File: config.mk
export PLATFORM = sky130hd
export DESIGN_NAME = usart_core
export DESIGN_NICKNAME = d
export VERILOG_FILES = /design/src/verilog/usart_pkg.sv /design/src/verilog/usart_core.sv
export VERILOG_INCLUDE_DIRS = /design/src /design/src/verilog
export SDC_FILE = /design/constraint.sdc
export NUM_CORES = 1
export LEC_CHECK = 0
export ABC_AREA = 1
export BUFFER_PORTS_ARGS = -buffer_cell sky130_fd_sc_hd__buf_2
export CELL_PAD_IN_SITES_DETAIL_PLACEMENT = 0
export CELL_PAD_IN_SITES_GLOBAL_PLACEMENT = 1
export CORE_MARGIN = 4
export CORE_UTILIZATION = 44
export CTS_CLUSTER_SIZE = 40
export DETAILED_ROUTE_END_ITERATION = 10
export GPL_ROUTABILITY_DRIVEN = 0
export MAX_ROUTING_LAYER = met4
export PLACE_DENSITY = 0.94
export SLEW_MARGIN = 30
export SYNTH_ARGS = -nofsm -noshare
export SYNTH_HDL_FRONTEND = slang
export SYNTH_SLANG_ARGS = --single-unit
File: constraint.sdc
create_clock -name core_clk -period 6.1 [get_ports core_clk]
set_input_delay 0.305 -clock core_clk [delete_from_list [all_inputs] [get_ports core_clk]]
set_output_delay 0.305 -clock core_clk [all_outputs]
set_load 0.005 [all_outputs]
File: src/verilog/usart_regs.svh
// register map, field positions, reset values and timing counts
`ifndef USART_REGS_SVH
`define USART_REGS_SVH

`define USART_ADR_DATA 6'h00
`define USART_ADR_STATUS 6'h01
`define USART_ADR_CTRL 6'h02
`define USART_ADR_FORMAT 6'h03
`define USART_ADR_BAUD 6'h04

`define USART_ST_RXC 7
`define USART_ST_TXC 6
`define USART_ST_UDRE 5
`define USART_ST_U2X 1
`define USART_ST_GIE 0

`define USART_CT_TXCIE 6
`define USART_CT_UDRIE 5
`define USART_CT_RXEN 4
`define USART_CT_TX_ENABLE_BIT 3
`define USART_CT_RXB8 1
`define USART_CT_TX_NINTH_BIT 0

`define USART_FM_CPOL 7
`define USART_FM_SYNC 6
`define USART_FM_PEN 5
`define USART_FM_PODD 4
`define USART_FM_SBS 3

`define USART_RST_CSIZE 3'h3
`define USART_CSIZE_NINE 3'h7
`define USART_OS_NORMAL 4'hF
`define USART_OS_DOUBLE 4'h7

`endif

File: src/verilog/usart_pkg.sv
// types of the serial port datapath
package usart_pkg;

  typedef enum logic [2:0] {
    TX_IDLE, TX_START, TX_DATA, TX_PAR, TX_STOP1, TX_STOP2
  } usart_tx_state_t;

  typedef enum logic [1:0] {
    RX_IDLE, RX_START, RX_DATA, RX_STOP
  } usart_rx_state_t;

  typedef struct packed {
    logic ack;
    logic [31:0] rdat;
    logic tx_en;
    logic rx_en;
    logic udrie;
    logic txcie;
    logic gie;
    logic b8;
    logic [2:0] csize;
    logic sbs;
    logic pen;
    logic podd;
    logic sync;
    logic cpol;
    logic u2x;
    logic [11:0] baud;
    logic [11:0] pre_cnt;
    logic [7:0] buf_data;
    logic buf_b8;
    logic buf_full;
    usart_tx_state_t txs;
    logic [8:0] tx_sh;
    logic tx_par;
    logic [3:0] tx_idx;
    logic [3:0] tx_os;
    logic txd;
    logic tx_own;
    logic txc;
    usart_rx_state_t rxs;
    logic [8:0] rx_sh;
    logic [3:0] rx_idx;
    logic [3:0] rx_os;
    logic [8:0] rx_data;
    logic rx_full;
    logic rxd_s1;
    logic rxd_s2;
    logic rxd_s3;
    logic rxd_f;
    logic xck_s1;
    logic xck_s2;
    logic xck_s3;
    logic xck_f;
    logic irq_udre;
    logic irq_txc;
  } usart_state_t;

endpackage

File: src/verilog/usart_core.sv
// serial port transmitter and receiver with a wishbone register slave
`timescale 1ns/10ps
`include "usart_regs.svh"

module usart_core (
  input wire logic core_clk, // system clock, 250 MHz
  input wire logic arst_n, // asynchronous reset, active low
  input wire logic wb_cyc_i, // bus cycle
  input wire logic wb_stb_i, // strobe
  input wire logic wb_we_i, // write
  input wire logic [7:0] wb_adr_i, // byte address
  input wire logic [3:0] wb_sel_i, // byte lanes
  input wire logic [31:0] wb_dat_i, // write data
  output logic [31:0] wb_dat_o, // read data
  output logic wb_ack_o, // acknowledge
  input wire logic serial_in_pin, // receive line
  input wire logic ext_xfer_clock_pin, // external transfer clock
  output logic serial_out_pin, // transmit line level
  output logic serial_out_oe, // transmitter owns the output pin
  output logic serial_in_owned, // receiver owns the input pin
  output logic ext_clock_owned, // external clock pin overridden
  input wire logic tx_complete_irq_taken, // pulse: tx-complete irq executed
  output logic tx_empty_irq, // buffer-empty interrupt request
  output logic tx_complete_irq, // tx-complete interrupt request
  output logic rx_complete_flag // receive buffer holds unread data
);

  usart_pkg::usart_state_t st_r;
  usart_pkg::usart_state_t st_nxt;

  logic req;
  logic [5:0] widx;
  logic [3:0] os_max;
  logic os_tick;
  logic xck_rise;
  logic xck_fall;
  logic chg_edge;
  logic smp_edge;
  logic tx_tick;
  logic rx_smp;
  logic [3:0] nbits;
  logic [8:0] mask;
  logic [8:0] tx_word;
  logic frame_end;
  logic [7:0] rd_byte;

  always_comb
  begin
    st_nxt = st_r;
    frame_end = 1'b0;
    tx_word = 9'h000;
    rd_byte = 8'h00;
    st_nxt.ack = 1'b0;
    req = wb_cyc_i & wb_stb_i & ~st_r.ack;
    widx = wb_adr_i[7:2];

    // three-stage pin synchronisers; a level counts once stages 2 and 3 agree
    st_nxt.rxd_s1 = serial_in_pin;
    st_nxt.rxd_s2 = st_r.rxd_s1;
    st_nxt.rxd_s3 = st_r.rxd_s2;
    if (st_r.rxd_s2 == st_r.rxd_s3)
    begin
      st_nxt.rxd_f = st_r.rxd_s3;
    end
    st_nxt.xck_s1 = ext_xfer_clock_pin;
    st_nxt.xck_s2 = st_r.xck_s1;
    st_nxt.xck_s3 = st_r.xck_s2;
    xck_rise = (st_r.xck_s2 == st_r.xck_s3) & st_r.xck_s3 & ~st_r.xck_f;
    xck_fall = (st_r.xck_s2 == st_r.xck_s3) & ~st_r.xck_s3 & st_r.xck_f;
    if (st_r.xck_s2 == st_r.xck_s3)
    begin
      st_nxt.xck_f = st_r.xck_s3;
    end
    chg_edge = st_r.cpol ? xck_fall : xck_rise;
    smp_edge = st_r.cpol ? xck_rise : xck_fall;

    // prescaler ticks every divisor+1 cycles; 16 or 8 ticks make one bit
    os_max = st_r.u2x ? `USART_OS_DOUBLE : `USART_OS_NORMAL;
    os_tick = (st_r.pre_cnt == st_r.baud);
    st_nxt.pre_cnt = os_tick ? 12'h000 : st_r.pre_cnt + 12'h001;
    if (os_tick)
    begin
      st_nxt.tx_os = (st_r.tx_os == os_max) ? 4'h0 : st_r.tx_os + 4'h1;
    end
    tx_tick = st_r.sync ? chg_edge : (os_tick & (st_r.tx_os == os_max));

    nbits = (st_r.csize == `USART_CSIZE_NINE) ? 4'h9 :
      {2'b00, st_r.csize[1:0]} + 4'h5;
    mask = 9'h1FF >> (4'h9 - nbits);

    // transmitter
    case (st_r.txs)
      usart_pkg::TX_IDLE:
      begin
        st_nxt.txd = 1'b1;
      end
      usart_pkg::TX_START:
      begin
        if (tx_tick)
        begin
          st_nxt.txd = st_r.tx_sh[0];
          st_nxt.tx_sh = st_r.tx_sh >> 1;
          st_nxt.tx_idx = nbits - 4'h1;
          st_nxt.txs = usart_pkg::TX_DATA;
        end
      end
      usart_pkg::TX_DATA:
      begin
        if (tx_tick)
        begin
          if (st_r.tx_idx != 4'h0)
          begin
            st_nxt.txd = st_r.tx_sh[0];
            st_nxt.tx_sh = st_r.tx_sh >> 1;
            st_nxt.tx_idx = st_r.tx_idx - 4'h1;
          end
          else if (st_r.pen)
          begin
            st_nxt.txd = st_r.tx_par;
            st_nxt.txs = usart_pkg::TX_PAR;
          end
          else
          begin
            st_nxt.txd = 1'b1;
            st_nxt.txs = usart_pkg::TX_STOP1;
          end
        end
      end
      usart_pkg::TX_PAR:
      begin
        if (tx_tick)
        begin
          st_nxt.txd = 1'b1;
          st_nxt.txs = usart_pkg::TX_STOP1;
        end
      end
      usart_pkg::TX_STOP1:
      begin
        if (tx_tick)
        begin
          if (st_r.sbs)
          begin
            st_nxt.txs = usart_pkg::TX_STOP2;
          end
          else
          begin
            frame_end = 1'b1;
          end
        end
      end
      usart_pkg::TX_STOP2:
      begin
        frame_end = tx_tick;
      end
      default:
      begin
        st_nxt.txs = usart_pkg::TX_IDLE;
      end
    endcase

    if (frame_end)
    begin
      st_nxt.txs = usart_pkg::TX_IDLE;
      st_nxt.txd = 1'b1;
    end

    // tx-complete clears first so that a frame ending now still sets it
    if (tx_complete_irq_taken)
    begin
      st_nxt.txc = 1'b0;
    end
    if (req & wb_we_i & wb_sel_i[0] & (widx == `USART_ADR_STATUS) &
      wb_dat_i[`USART_ST_TXC])
    begin
      st_nxt.txc = 1'b0;
    end
    if (frame_end & ~st_r.buf_full)
    begin
      st_nxt.txc = 1'b1;
    end

    // buffer moves on when the shifter is idle or right after the last stop;
    // a pending word is still sent after tx enable is cleared
    if (st_r.buf_full & st_r.tx_own &
      ((st_r.txs == usart_pkg::TX_IDLE) | frame_end))
    begin
      tx_word = {st_r.buf_b8, st_r.buf_data} & mask;
      st_nxt.tx_sh = tx_word;
      st_nxt.tx_par = (^tx_word) ^ st_r.podd;
      st_nxt.buf_full = 1'b0;
      st_nxt.txs = usart_pkg::TX_START;
      st_nxt.txd = 1'b0;
      st_nxt.tx_os = 4'h0;
    end

    // receiver
    rx_smp = st_r.sync ? smp_edge : (os_tick & (st_r.rx_os == os_max));
    if (os_tick)
    begin
      st_nxt.rx_os = (st_r.rx_os == os_max) ? 4'h0 : st_r.rx_os + 4'h1;
    end
    case (st_r.rxs)
      usart_pkg::RX_IDLE:
      begin
        st_nxt.rx_idx = nbits;
        if (st_r.sync)
        begin
          if (smp_edge & ~st_r.rxd_f)
          begin
            st_nxt.rxs = usart_pkg::RX_DATA;
          end
        end
        else if (~st_r.rxd_f)
        begin
          st_nxt.rx_os = 4'h0;
          st_nxt.rxs = usart_pkg::RX_START;
        end
      end
      usart_pkg::RX_START:
      begin
        // a start bit is valid only if still low at its middle
        if (os_tick & (st_r.rx_os == (os_max >> 1)))
        begin
          st_nxt.rx_os = 4'h0;
          st_nxt.rxs = st_r.rxd_f ? usart_pkg::RX_IDLE :
            usart_pkg::RX_DATA;
        end
      end
      usart_pkg::RX_DATA:
      begin
        if (rx_smp)
        begin
          st_nxt.rx_sh = {st_r.rxd_f, st_r.rx_sh[8:1]};
          st_nxt.rx_idx = st_r.rx_idx - 4'h1;
          if (st_r.rx_idx == 4'h1)
          begin
            st_nxt.rx_idx = {3'b000, st_r.pen};
            st_nxt.rxs = usart_pkg::RX_STOP;
          end
        end
      end
      usart_pkg::RX_STOP:
      begin
        // parity bit is skipped; only the first stop bit ends the frame
        if (rx_smp)
        begin
          st_nxt.rx_idx = 4'h0;
          if (st_r.rx_idx == 4'h0)
          begin
            st_nxt.rxs = usart_pkg::RX_IDLE;
          end
        end
      end
      default:
      begin
        st_nxt.rxs = usart_pkg::RX_IDLE;
      end
    endcase

    // register slave: answer one cycle after the request, unmapped reads 0
    if (req)
    begin
      st_nxt.ack = 1'b1;
      st_nxt.rdat = 32'h0000_0000;
      case (widx)
        `USART_ADR_DATA:
        begin
          st_nxt.rdat[7:0] = st_r.rx_data[7:0];
          if (~wb_we_i)
          begin
            st_nxt.rx_full = 1'b0;
          end
          else if (wb_sel_i[0])
          begin
            st_nxt.buf_data = wb_dat_i[7:0];
            st_nxt.buf_b8 = st_r.b8;
            st_nxt.buf_full = 1'b1;
          end
        end
        `USART_ADR_STATUS:
        begin
          rd_byte[`USART_ST_RXC] = st_r.rx_full;
          rd_byte[`USART_ST_TXC] = st_r.txc;
          rd_byte[`USART_ST_UDRE] = ~st_r.buf_full;
          rd_byte[`USART_ST_U2X] = st_r.u2x;
          rd_byte[`USART_ST_GIE] = st_r.gie;
          st_nxt.rdat[7:0] = rd_byte;
          if (wb_we_i & wb_sel_i[0])
          begin
            st_nxt.u2x = wb_dat_i[`USART_ST_U2X];
            st_nxt.gie = wb_dat_i[`USART_ST_GIE];
          end
        end
        `USART_ADR_CTRL:
        begin
          rd_byte[`USART_CT_TXCIE] = st_r.txcie;
          rd_byte[`USART_CT_UDRIE] = st_r.udrie;
          rd_byte[`USART_CT_RXEN] = st_r.rx_en;
          rd_byte[`USART_CT_TX_ENABLE_BIT] = st_r.tx_en;
          rd_byte[`USART_CT_RXB8] = st_r.rx_data[8];
          rd_byte[`USART_CT_TX_NINTH_BIT] = st_r.b8;
          st_nxt.rdat[7:0] = rd_byte;
          if (wb_we_i & wb_sel_i[0])
          begin
            st_nxt.txcie = wb_dat_i[`USART_CT_TXCIE];
            st_nxt.udrie = wb_dat_i[`USART_CT_UDRIE];
            st_nxt.rx_en = wb_dat_i[`USART_CT_RXEN];
            st_nxt.tx_en = wb_dat_i[`USART_CT_TX_ENABLE_BIT];
            st_nxt.b8 = wb_dat_i[`USART_CT_TX_NINTH_BIT];
          end
        end
        `USART_ADR_FORMAT:
        begin
          rd_byte = {st_r.cpol, st_r.sync, st_r.pen, st_r.podd, st_r.sbs,
            st_r.csize};
          st_nxt.rdat[7:0] = rd_byte;
          if (wb_we_i & wb_sel_i[0])
          begin
            st_nxt.cpol = wb_dat_i[`USART_FM_CPOL];
            st_nxt.sync = wb_dat_i[`USART_FM_SYNC];
            st_nxt.pen = wb_dat_i[`USART_FM_PEN];
            st_nxt.podd = wb_dat_i[`USART_FM_PODD];
            st_nxt.sbs = wb_dat_i[`USART_FM_SBS];
            st_nxt.csize = wb_dat_i[2:0];
          end
        end
        `USART_ADR_BAUD:
        begin
          st_nxt.rdat[11:0] = st_r.baud;
          if (wb_we_i & wb_sel_i[0])
          begin
            st_nxt.baud[7:0] = wb_dat_i[7:0];
          end
          if (wb_we_i & wb_sel_i[1])
          begin
            st_nxt.baud[11:8] = wb_dat_i[11:8];
          end
        end
        default:
        begin
          st_nxt.rdat = 32'h0000_0000;
        end
      endcase
    end

    // a frame landing in the same cycle as a data read is kept
    if ((st_r.rxs == usart_pkg::RX_STOP) & rx_smp & (st_r.rx_idx == 4'h0))
    begin
      st_nxt.rx_data = (st_r.rx_sh >> (4'h9 - nbits));
      st_nxt.rx_full = 1'b1;
    end

    // receiver stops at once and drops buffered data when disabled
    if (~st_r.rx_en)
    begin
      st_nxt.rxs = usart_pkg::RX_IDLE;
      st_nxt.rx_full = 1'b0;
    end

    // pin stays with the transmitter until nothing is left to send
    st_nxt.tx_own = st_r.tx_en | st_nxt.buf_full |
      (st_nxt.txs != usart_pkg::TX_IDLE);
    st_nxt.irq_udre = st_r.gie & st_r.udrie & ~st_r.buf_full;
    st_nxt.irq_txc = st_r.gie & st_r.txcie & st_r.txc;
  end

  always_ff @(posedge core_clk or negedge arst_n)
  begin
    if (!arst_n)
    begin
      st_r <= '{txs: usart_pkg::TX_IDLE, rxs: usart_pkg::RX_IDLE,
        csize: `USART_RST_CSIZE, txd: 1'b1, rxd_s1: 1'b1, rxd_s2: 1'b1,
        rxd_s3: 1'b1, rxd_f: 1'b1, default: '0};
    end
    else
    begin
      st_r <= st_nxt;
    end
  end

  assign wb_dat_o = st_r.rdat;
  assign wb_ack_o = st_r.ack;
  assign serial_out_pin = st_r.txd;
  assign serial_out_oe = st_r.tx_own;
  assign serial_in_owned = st_r.rx_en;
  assign ext_clock_owned = st_r.sync & (st_r.tx_own | st_r.rx_en);
  assign tx_empty_irq = st_r.irq_udre;
  assign tx_complete_irq = st_r.irq_txc;
  assign rx_complete_flag = st_r.rx_full;

endmodule // usart_core

==> results of run 1 <==
-- state kept, by name, summed over array words and instances (netlist names) --
register	flops
serial_out_oe	1
st_r	102
wb_ack_o	1
serial_out_pin	1
rx_complete_flag	1
tx_empty_irq	1
serial_in_owned	1
wb_dat_o	12
tx_complete_irq	1
st_nxt	4
-- through the flow --
| step | util (%) | instance area, um2 | total power [mW] | std cells | hold slack [ns] |
|---|---|---|---|---|---|
| 2_1_floorplan | - | 6870 | 1.30 | 869 | 0.00941 |
| 3_3_place_gp | 46.1 | 7020 | 1.40 | 1056 | 0.334 |
| 3_5_place_dp | 46.1 | 7020 | 1.41 | 1056 | 0.346 |
| 4_1_cts | 50.0 | 7600 | 2.38 | 1090 | 0.0185 |
| 5_1_grt | 50.0 | 7600 | 2.50 | 1090 | 0.0458 |
| 6_report | 50.0 | 7600 | 2.36 | 1090 | -0.0165 |
-- cells in the mapped netlist, drive strengths merged (3+ instances only) --
master  number
buf         42
nor2        55
o21a         3
o22ai        9
inv        118
ha          12
a22oi        6
mux2         4
xor2         7
or2          8
nand2      223
nand3       51
a21oi       21
o211ai       6
nor3         8
xnor2        3
a31oi        4
o21ai       91
clkbuf       9
a221oi       3
dfrtp      118
clkinv       3
o31ai        8
dfstp        7
nand4       11
o221ai       5
a211oi       3
-- report_power, final --
| group | switching [mW] | internal [mW] |
|---|---|---|
| combinational | 0.271 | 0.156 |
| clock | 0.345 | 0.613 |
| sequential | 0.0654 | 0.910 |
| total | 0.682 | 1.68 |
-- worst max path at each step --
| stage | to | slack [ns] |
|---|---|---|
| final | st_r[50] | 2.67 |
| after global routing | st_r[50] | 2.31 |
| after CTS | st_r[50] | 2.66 |
| after detailed placement | st_r[50] | 2.66 |
| after global placement | st_r[50] | 2.74 |
| after floorplan | st_r[50] | 3.23 |
-- per-layer routing --
metal	up-vias	GRT usage (%)
li1	2815	-
met1	2694	26.4
met2	147	29.6
met3	24	4.39
met4	0	7.04
met5	-	-
-- logic make-up after synthesis --
logic type                 Yosys count  share of synthesized area [%]
AOI/OAI and AO/OA                  166                           14.7
xor gates and xnor gates            10                           1.29
adders and majority gates           13                           2.35
buffers and inverters              172                           11.9
DFF                                125                           46.1
muxes                                4                          0.662
other                                1                         0.0551
and+or+nand+nor                    359                           22.9
-- cell usage in the layout (no fill, tap or decap), types with 8 or more instances in the layout --
cell type and instances:
nand4_1 9, a21oi_1 21, nor2_1 51, inv_1 112
o21ai_0 85, o31ai_1 8, o22ai_1 9, nand2_1 216
conb_1 20, nand3_1 49, clkbuf_16 17, ha_1 12
buf_2 46, dfrtp_1 118
-- what timing repair did --
action                                 4_1_cts  5_1_grt
endpoints found under the hold margin        2        0
buffers inserted                             0        0
hold buffers                                 2        0
-- area by class of cell --
cell class	instances	area, um2
sequential	125	3140
inverter	121	455
tap	188	235
multi-input combinational	572	2930
timing repair buffer	52	280
fill	1470	7600
clock inverter	5	56.3
clock buffer	27	513
==> flow_summary.ini, run 1 <==
[layout]
nNetsFinal = 953
area_growth_pct = 11.8
antenna_cells = 0
drive_above_1_share_pct = 13.7

[yosys]
yosysTopAreaCell = dfrtp_1
netlist_area_um2 = 6800
yosysUniqueCellTypes = 56
synthArstFlopShare_pct = 100
synth_edf_count = 0
ys_seq_area_share_pct = 46.1
synth_top_cells_by_area = dfrtp_1 (43%), nand2_1 (12%), o21ai_0 (6.3%)
yosysTopAreaCellShare_pct = 43.4
yosys_register_bits = 125
yosys_warnings = 0
syn_area_per_cell_um2 = 8.00
dominantRegCellSynth = dfrtp_1
synthCells = 850

[sta]
max_freq_mhz = 291
setup_slack_ns = 2.67
min_period_ns = 3.43
tightest_slew_ns = 0.837
rsz0062_at_grt = false
maxSlewHeadroom_pct = 44.2
fin_skew_ns = 0.00889
final.setup.tns_ns = 0
holdWs_ns = -0.0165
post-route-period-util_pct = 56.3
setup_violations = 0
slew_violations = 0
hold_violations = 11

[worst_setup_path]
cp_cell_sequence = ha_1, nand2_1, nand2_1, ha_1, ha_1, nor2_1, nand3_1, nand2_1, nand2_1, nand3_1, nand3b_1, nand2_1, nand2_1, nand3_1, o21ai_1
start_kind = flip-flop
path_buf_inv = 0
max_stage_delay_ns = 0.59
path_class = reg -> reg
r2r_end = st_r[50]
r2r.worst_path.cells = 15
r2r_slack_ns = 2.67
crit_path_start = st_r[103]
worstPathArrival_ns = 3.73
worst-endpoint-required_ns = 6.40
worst-path-stages = 15
cp_max_fo = 12
slowest_stage = dfstp_2
worstSetupEndpointType = flip-flop
worstReg2RegStart = st_r[103]
crit_family = simple AND/OR/NAND/NOR gates
crit_path_frequent_cell = nand2_1

[die]
initial_core_util_pct = 44.7
die_h_um = 132
die_w_um = 132
pin_count = 92
rows = 45
die_area_um2 = 17500
coreArea_um2 = 15200

[route]
drtIter0Drc = 419
drtAntennaViolNets = 0
drtPass1Iterations = 6
wl_met1_mm = 7.41
met2_length_mm = 7.46
wl_per_cell_um = 14.8
viasPerCell = 5.21
via_count = 5680
wl_met3_um = 981
drt-total-wl_mm = 16.1
top_layer = met4
route.detailed.drc = 0

[flow_run]
cap_viol_max_count = 0

[cts]
cts_buffers = 17
cts_tree = built
cts_resized = 0
clock_latency_ns = 0.42
cts_max_level = 4
clock_sinks = 125
path_clk_slew_ns = 0.06
cts-root-buf = clkbuf_16
clk_path_buf_depth = 2

[global_route]
antenna_found_initial = 0
gr-total-overflow = 0
grt_max_degree = 65
grt_pass1_wl_mm = 26.8
grtUsageTotal_pct = 19.7
grt_pass1_vias = 5338

[place]
place_hpwl_mm = 12.0
portBuffers = 47
dp_slack_ns = 2.66

[status]
status = complete, but fails checks
violations = negative hold slack

[power]
peakVddDrop_mv = 0.194
power_density_nw_per_um2 = 310
p_leak_nw = 3.76

[worst_hold_path]
min_path_type = in -> async
Note: power is estimated with default switching activity, not from simulation.
==> run 2, diff against run 1 <==
--- a/config.mk
+++ b/config.mk
@@ -6,17 +6,17 @@
 export SDC_FILE = /design/constraint.sdc
 export NUM_CORES = 1
 export LEC_CHECK = 0
-export ABC_AREA = 1
+export ABC_AREA = 0
 export BUFFER_PORTS_ARGS = -buffer_cell sky130_fd_sc_hd__buf_2
 export CELL_PAD_IN_SITES_DETAIL_PLACEMENT = 0
 export CELL_PAD_IN_SITES_GLOBAL_PLACEMENT = 1
 export CORE_MARGIN = 4
-export CORE_UTILIZATION = 44
+export CORE_UTILIZATION = 41
 export CTS_CLUSTER_SIZE = 40
 export DETAILED_ROUTE_END_ITERATION = 10
 export GPL_ROUTABILITY_DRIVEN = 0
 export MAX_ROUTING_LAYER = met4
-export PLACE_DENSITY = 0.94
+export PLACE_DENSITY = 0.89
 export SLEW_MARGIN = 30
 export SYNTH_ARGS = -nofsm -noshare
 export SYNTH_HDL_FRONTEND = slang
==> constraint.sdc (replaced) <==
create_clock -name core_clk -period 3.1 [get_ports core_clk]
set_input_delay 0.155 -clock core_clk [delete_from_list [all_inputs] [get_ports core_clk]]
set_output_delay 0.155 -clock core_clk [all_outputs]
set_load 0.005 [all_outputs]
==> flow_summary.ini, run 2 <==
[layout]
antenna_cells = 0
final_cell_mix = dfrtp_1 (118), nand2_1 (68), nor2_1 (58)
area_growth_pct = 15.7
fillers = 1432
mostFrequentLayoutCell = dfrtp_1
drive_above_1_share_pct = 23.8
nNetsFinal = 781
largest_reg_flops = 102
largest_register = st_r

[yosys]
yosysUniqueCellTypes = 72
synth_top_family_by_area = simple AND/OR/NAND/NOR gates
synthCells = 665
synthArstFlopShare_pct = 100
synth_mux_area_share_pct = 11.5
synth_compound_area_share_pct = 13.1
yosys_warnings = 0
ys_seq_area_share_pct = 46.3
synth_most_common_cell = dfrtp_1
dominantRegCellSynth = dfrtp_1
yosysTopAreaCellShare_pct = 43.5
netlist_area_um2 = 6780
synth_adder_area_share_pct = 2.36
synth_xor_area_share_pct = 3.87
yosysTopAreaCell = dfrtp_1
synth_common_cells = dfrtp_1 (118), nand2_1 (68), nor2_1 (58), mux2_2 (51), buf_4 (33)
synth_top_cells_by_area = dfrtp_1 (44%), mux2_2 (8.5%), nand2_1 (3.8%)
synthSimpleGateAreaFrac_pct = 16.5
syn_area_per_cell_um2 = 10.2
yosys_register_bits = 125
synth_edf_count = 0

[worst_hold_path]
min_path_type = in -> reg

[route]
drtAntennaViolNets = 0
drt-total-wl_mm = 15.7
via_count = 5085
wl_per_cell_um = 16.6
drtIter0Drc = 396
route.detailed.drc = 0
drtPass1Iterations = 5
viasPerCell = 5.38

[die]
initial_core_util_pct = 42.2
die_w_um = 137
die_h_um = 137
pin_count = 92
rows = 46
die_area_um2 = 18700
coreArea_um2 = 16100

[place]
portBuffers = 47
place_hpwl_mm = 11.2

[cts]
clk_path_buf_depth = 2
cts_setup_buffers = 0
cts_buffers = 17
clock_sinks = 125
cts-root-buf = clkbuf_16
cts_tree = built
path_clk_slew_ns = 0.06
cts_max_level = 4
clock_latency_ns = 0.42

[global_route]
grt_pass1_vias = 4953
gr-total-overflow = 0
grt_max_degree = 92
grtUsageTotal_pct = 18.0
antenna_found_initial = 0
grt_pass1_wl_mm = 25.6

[power]
p_leak_nw = 3.66
power_density_nw_per_um2 = 611
pwr-share-comb_pct = 18.1
pwr-share-seq_pct = 41.0
p_sw_share_pct = 29.0
p_clk_share_pct = 40.9
p_int_mw = 3.40
peakVddDrop_mv = 0.423
power.net_switching_mw = 1.39

[sta]
holdWs_ns = 0.0396
slew_violations = 0
hold_violations = 0
setup_violations = 0
maxSlewHeadroom_pct = 52.0
rsz0062_at_grt = false
min_period_ns = 2.86
final.setup.tns_ns = 0
post-route-period-util_pct = 92.4
fin_skew_ns = 0.00937
tightest_slew_ns = 0.715
max_freq_mhz = 349

[worst_setup_path]
crit_family = compound AO/OA/AOI/OAI gates
slowest_stage = dfstp_2
start_kind = flip-flop
path_buf_inv = 2
cp_max_fo = 4
cp_cell_sequence = ha_1, a21bo_2, inv_2, ha_1, nor2b_1, a41oi_1, a2111oi_0, nor4b_2, buf_4, a211oi_1, nand3b_1
worstSetupEndpointType = flip-flop
max_stage_delay_ns = 0.55
path_class = reg -> reg
worst-endpoint-required_ns = 3.45
worstPathArrival_ns = 3.22
crit_path_frequent_cell = ha_1

[flow_run]
cap_viol_max_count = 0

[status]
status = complete, no violations
-- run 2: changes by cell type in the layout (fill, tap and decap cells not counted), moves of 9 or more --
cell	change
a21oi_1	-9
buf_4	+16
inv_1	-95
mux2_2	+47
mux2i_1	+15
nand2_1	-148
nand2b_1	+9
nand3_1	-29
o21ai_0	-59
o22ai_1	-9
xnor2_1	+15
-- run 2: kinds of logic (layout without fill, tap and decap cells) --
| logic type | after synthesis | after routing |
|---|---|---|
| buffers and inverters | 79 | 125 |
| other | 1 | 20 |
| DFF | 125 | 125 |
| AOI/OAI and AO/OA | 119 | 119 |
| and+or+nand+nor | 229 | 229 |
| xor gates and xnor gates | 30 | 30 |
| muxes | 69 | 69 |
| adders and majority gates | 13 | 13 |
-- run 2: final cells by class --
type	instances	area (um2)	share of cell area, %
multi-input cells	480	3300	42.1
flip-flops and latches	125	3140	40.0
repair buffers	74	470	6.00
clock buffers	19	453	5.77
well taps	216	270	3.45
clock inverters	13	139	1.77
inverters	19	71.3	0.909
-- run 2: worst paths after layout --
path | startpoint | endpoint | slack, ns | depth (start not counted)
min in group asynchronous | arst_n | st_r[54] | 0.25 | 2
worst min-delay path | tx_complete_irq_taken | st_r[39] | 0.04 | 3
worst max register to register | st_r[104] | st_r[50] | 0.24 | 11
worst max-delay path | st_r[104] | st_r[50] | 0.24 | 11
max in group asynchronous | arst_n | st_r[104] | 2.03 | 3
worst min register to register | st_nxt[8] | st_nxt[7] | 0.35 | 0
-- run 2: tightest hold or removal path: cells and delay by family --
| family | cells | cell delay (ns) |
|---|---|---|
| buffers and inverters | 1 | 0.08 |
| AO/OA/AOI/OAI | 2 | 0.17 |
-- run 2: layer usage --
layer	part of all wire [%]	GRT usage (%)	wire length, um	vias up
met4	1.5	5.71	231	0
li1	-	-	-	2446
met5	0	-	0	-
met2	45	26.5	7090	131
met3	5.8	4.85	911	18
met1	48	24.3	7490	2490
-- run 2: through the flow --
| stage | instances | total power, mW | util [%] | setup slack, ns | area (um2) |
|---|---|---|---|---|---|
| finish | 946 | 4.79 | 48.8 | 0.235 | 7840 |
| global route | 946 | 5.03 | 48.8 | 0.0157 | 7840 |
| CTS | 946 | 4.82 | 48.8 | 0.157 | 7830 |
| detailed placement | 907 | 2.84 | 44.6 | 0.169 | 7170 |
| global placement | 907 | 2.81 | 44.6 | 0.175 | 7170 |
| floorplan | 684 | 2.58 | - | 0.149 | 6850 |
-- run 2: repair_timing --
action / 4_1_cts / 5_1_grt
endpoints found under the setup margin: 0 / 1
resized for setup: 0 / 1
hold endpoints to repair: 36 / 0
hold buffers: 7 / 0
-- run 2: power groups by stage --
stage          Sequential (mW)  Combinational (mW)  Clock [mW]
2_1_floorplan             1.94               0.640           0
3_3_place_gp              1.98               0.830           0
3_5_place_dp              1.99               0.852           0
4_1_cts                   1.96               0.867        1.99
5_1_grt                   1.99               0.973        2.07
6_report                  1.97               0.866        1.96
==> run 3, diff against run 2 <==
--- a/config.mk
+++ b/config.mk
@@ -7,7 +7,7 @@
 export NUM_CORES = 1
 export LEC_CHECK = 0
 export ABC_AREA = 0
-export BUFFER_PORTS_ARGS = -buffer_cell sky130_fd_sc_hd__buf_2
+export BUFFER_PORTS_ARGS = -buffer_cell sky130_fd_sc_hd__buf_4
 export CELL_PAD_IN_SITES_DETAIL_PLACEMENT = 0
 export CELL_PAD_IN_SITES_GLOBAL_PLACEMENT = 1
 export CORE_MARGIN = 4
==> flow_summary.ini, run 3 (synthesis results as in run 2) <==
[status]
status = complete, no violations

[cts]
cts_buffers = 17
path_clk_slew_ns = 0.06
clock_latency_ns = 0.43
cts_tree = built
clk_path_buf_depth = 2
clock_sinks = 125
cts_max_level = 4
cts-root-buf = clkbuf_16

[layout]
final_area_um2 = 8020
nNetsFinal = 786
post-route-util_pct = 50.0
antenna_cells = 0
multiInputGateArea_um2 = 3290
seq_area_um2 = 3140
largest_reg_flops = 102
drive_above_1_share_pct = 23.3
mostFrequentLayoutCell = dfrtp_1
area_growth_pct = 18.3
final_cell_mix = dfrtp_1 (118), nand2_1 (68), buf_4 (67)
fillers = 1459
largest_register = st_r
layout.cells.non_filler = 950

[sta]
tightest_slew_ns = 0.773
setup_violations = 0
fin_skew_ns = 0.00919
final.setup.tns_ns = 0
rsz0062_at_grt = false
slew_violations = 0
hold_violations = 0
min_period_ns = 2.92
maxSlewHeadroom_pct = 48.5
post-route-period-util_pct = 94.0
max_freq_mhz = 343

[power]
peakVddDrop_mv = 0.405
power_density_nw_per_um2 = 615
p_leak_nw = 3.72
power_mw = 4.93

[worst_hold_path]
hp-start = tx_complete_irq_taken
min_path_type = in -> reg
min_to = st_r[39]
hold_path_depth = 3

[worst_setup_path]
r2r_slack_ns = 0.18
worstSetupEndpointType = flip-flop
r2r_end = st_r[50]
worstReg2RegStart = st_r[104]
worst-endpoint-required_ns = 3.41
cp_max_fo = 4
path_class = reg -> reg
start_kind = flip-flop
r2r.worst_path.cells = 11
worstPathArrival_ns = 3.22

[route]
via_count = 5207
route.detailed.drc = 0
drt-total-wl_mm = 16.1
drtIter0Drc = 380
viasPerCell = 5.48
drtAntennaViolNets = 0
drtPass1Iterations = 5
wl_per_cell_um = 16.9

[flow_run]
cap_viol_max_count = 0

[place]
place_hpwl_mm = 11.2
portBuffers = 47
dpl_cell_area_um2 = 7290
dpl.cell_count = 908

[die]
die_w_um = 137
coreArea_um2 = 16100
die_h_um = 137
die_area_um2 = 18700
rows = 46
pin_count = 92
initial_core_util_pct = 42.2

[global_route]
gr-total-overflow = 0
antenna_found_initial = 0
grtUsageTotal_pct = 18.3
grt_pass1_wl_mm = 25.7
grt_max_degree = 69
grt_pass1_vias = 4925
[run 3: power breakdown]
part           leakage (nW)  switching [mW]  internal, mW
Clock                 0.294           0.732          1.34
Sequential             1.65           0.176          1.79
Combinational          1.78           0.480         0.406
[run 3: how the worst max path moves through the flow]
stage / startpoint / to / slack, ns / cells after the start
finish: st_r[104] / st_r[50] / 0.18 / 11
global route: st_r[104] / st_r[50] / 0.04 / 11
CTS: st_r[104] / st_r[50] / 0.21 / 11
detailed placement: st_r[104] / st_r[50] / 0.23 / 11
global placement: st_r[104] / st_r[50] / 0.36 / 11
floorplan: st_r[104] / st_r[50] / 0.15 / 12
[run 3: repair_timing]
action / 4_1_cts / 5_1_grt
buffers inserted: 0 / 0
endpoints found under the setup margin: 0 / 1
endpoints found under the hold margin: 65 / 0
hold buffers: 11 / 0
gates resized for setup: 0 / 1
[run 3: routing by layer]
metal	track usage (%)	routed length, um	part of all wire, %
met5	-	0	0
met4	5.71	261	1.6
met1	24.2	7540	47
met3	4.26	951	5.9
met2	28.1	7340	46
[run 3: per-stage QoR]
stage          worst slack, ns  hold slack [ns]
2_1_floorplan            0.149           -0.141
6_report                 0.185           0.0128
4_1_cts                  0.211          0.00480
5_1_grt                 0.0359          0.00889
3_3_place_gp             0.357            0.266
3_5_place_dp             0.233            0.265
[run 3: layout make-up]
| class | instances | area share, % |
|---|---|---|
| multi-input combinational | 480 | 41.0 |
| timing repair buffer | 79 | 7.89 |
| sequential | 125 | 39.1 |
| clock inverter | 9 | 1.68 |
| clock buffer | 22 | 6.04 |
| tap | 216 | 3.37 |
| inverter | 19 | 0.889 |
[run 3: worst max-delay path, cell delays in order, from the launching register on]
cell and delay, ns:
dfstp_2 0.56, ha_1 0.26, a21bo_2 0.27, inv_2 0.05, ha_1 0.23, nand2b_1 0.21, a221oi_1 0.29, a32oi_1 0.14
nor4b_1 0.41, buf_4 0.19, a211oi_1 0.04, nand3b_1 0.17
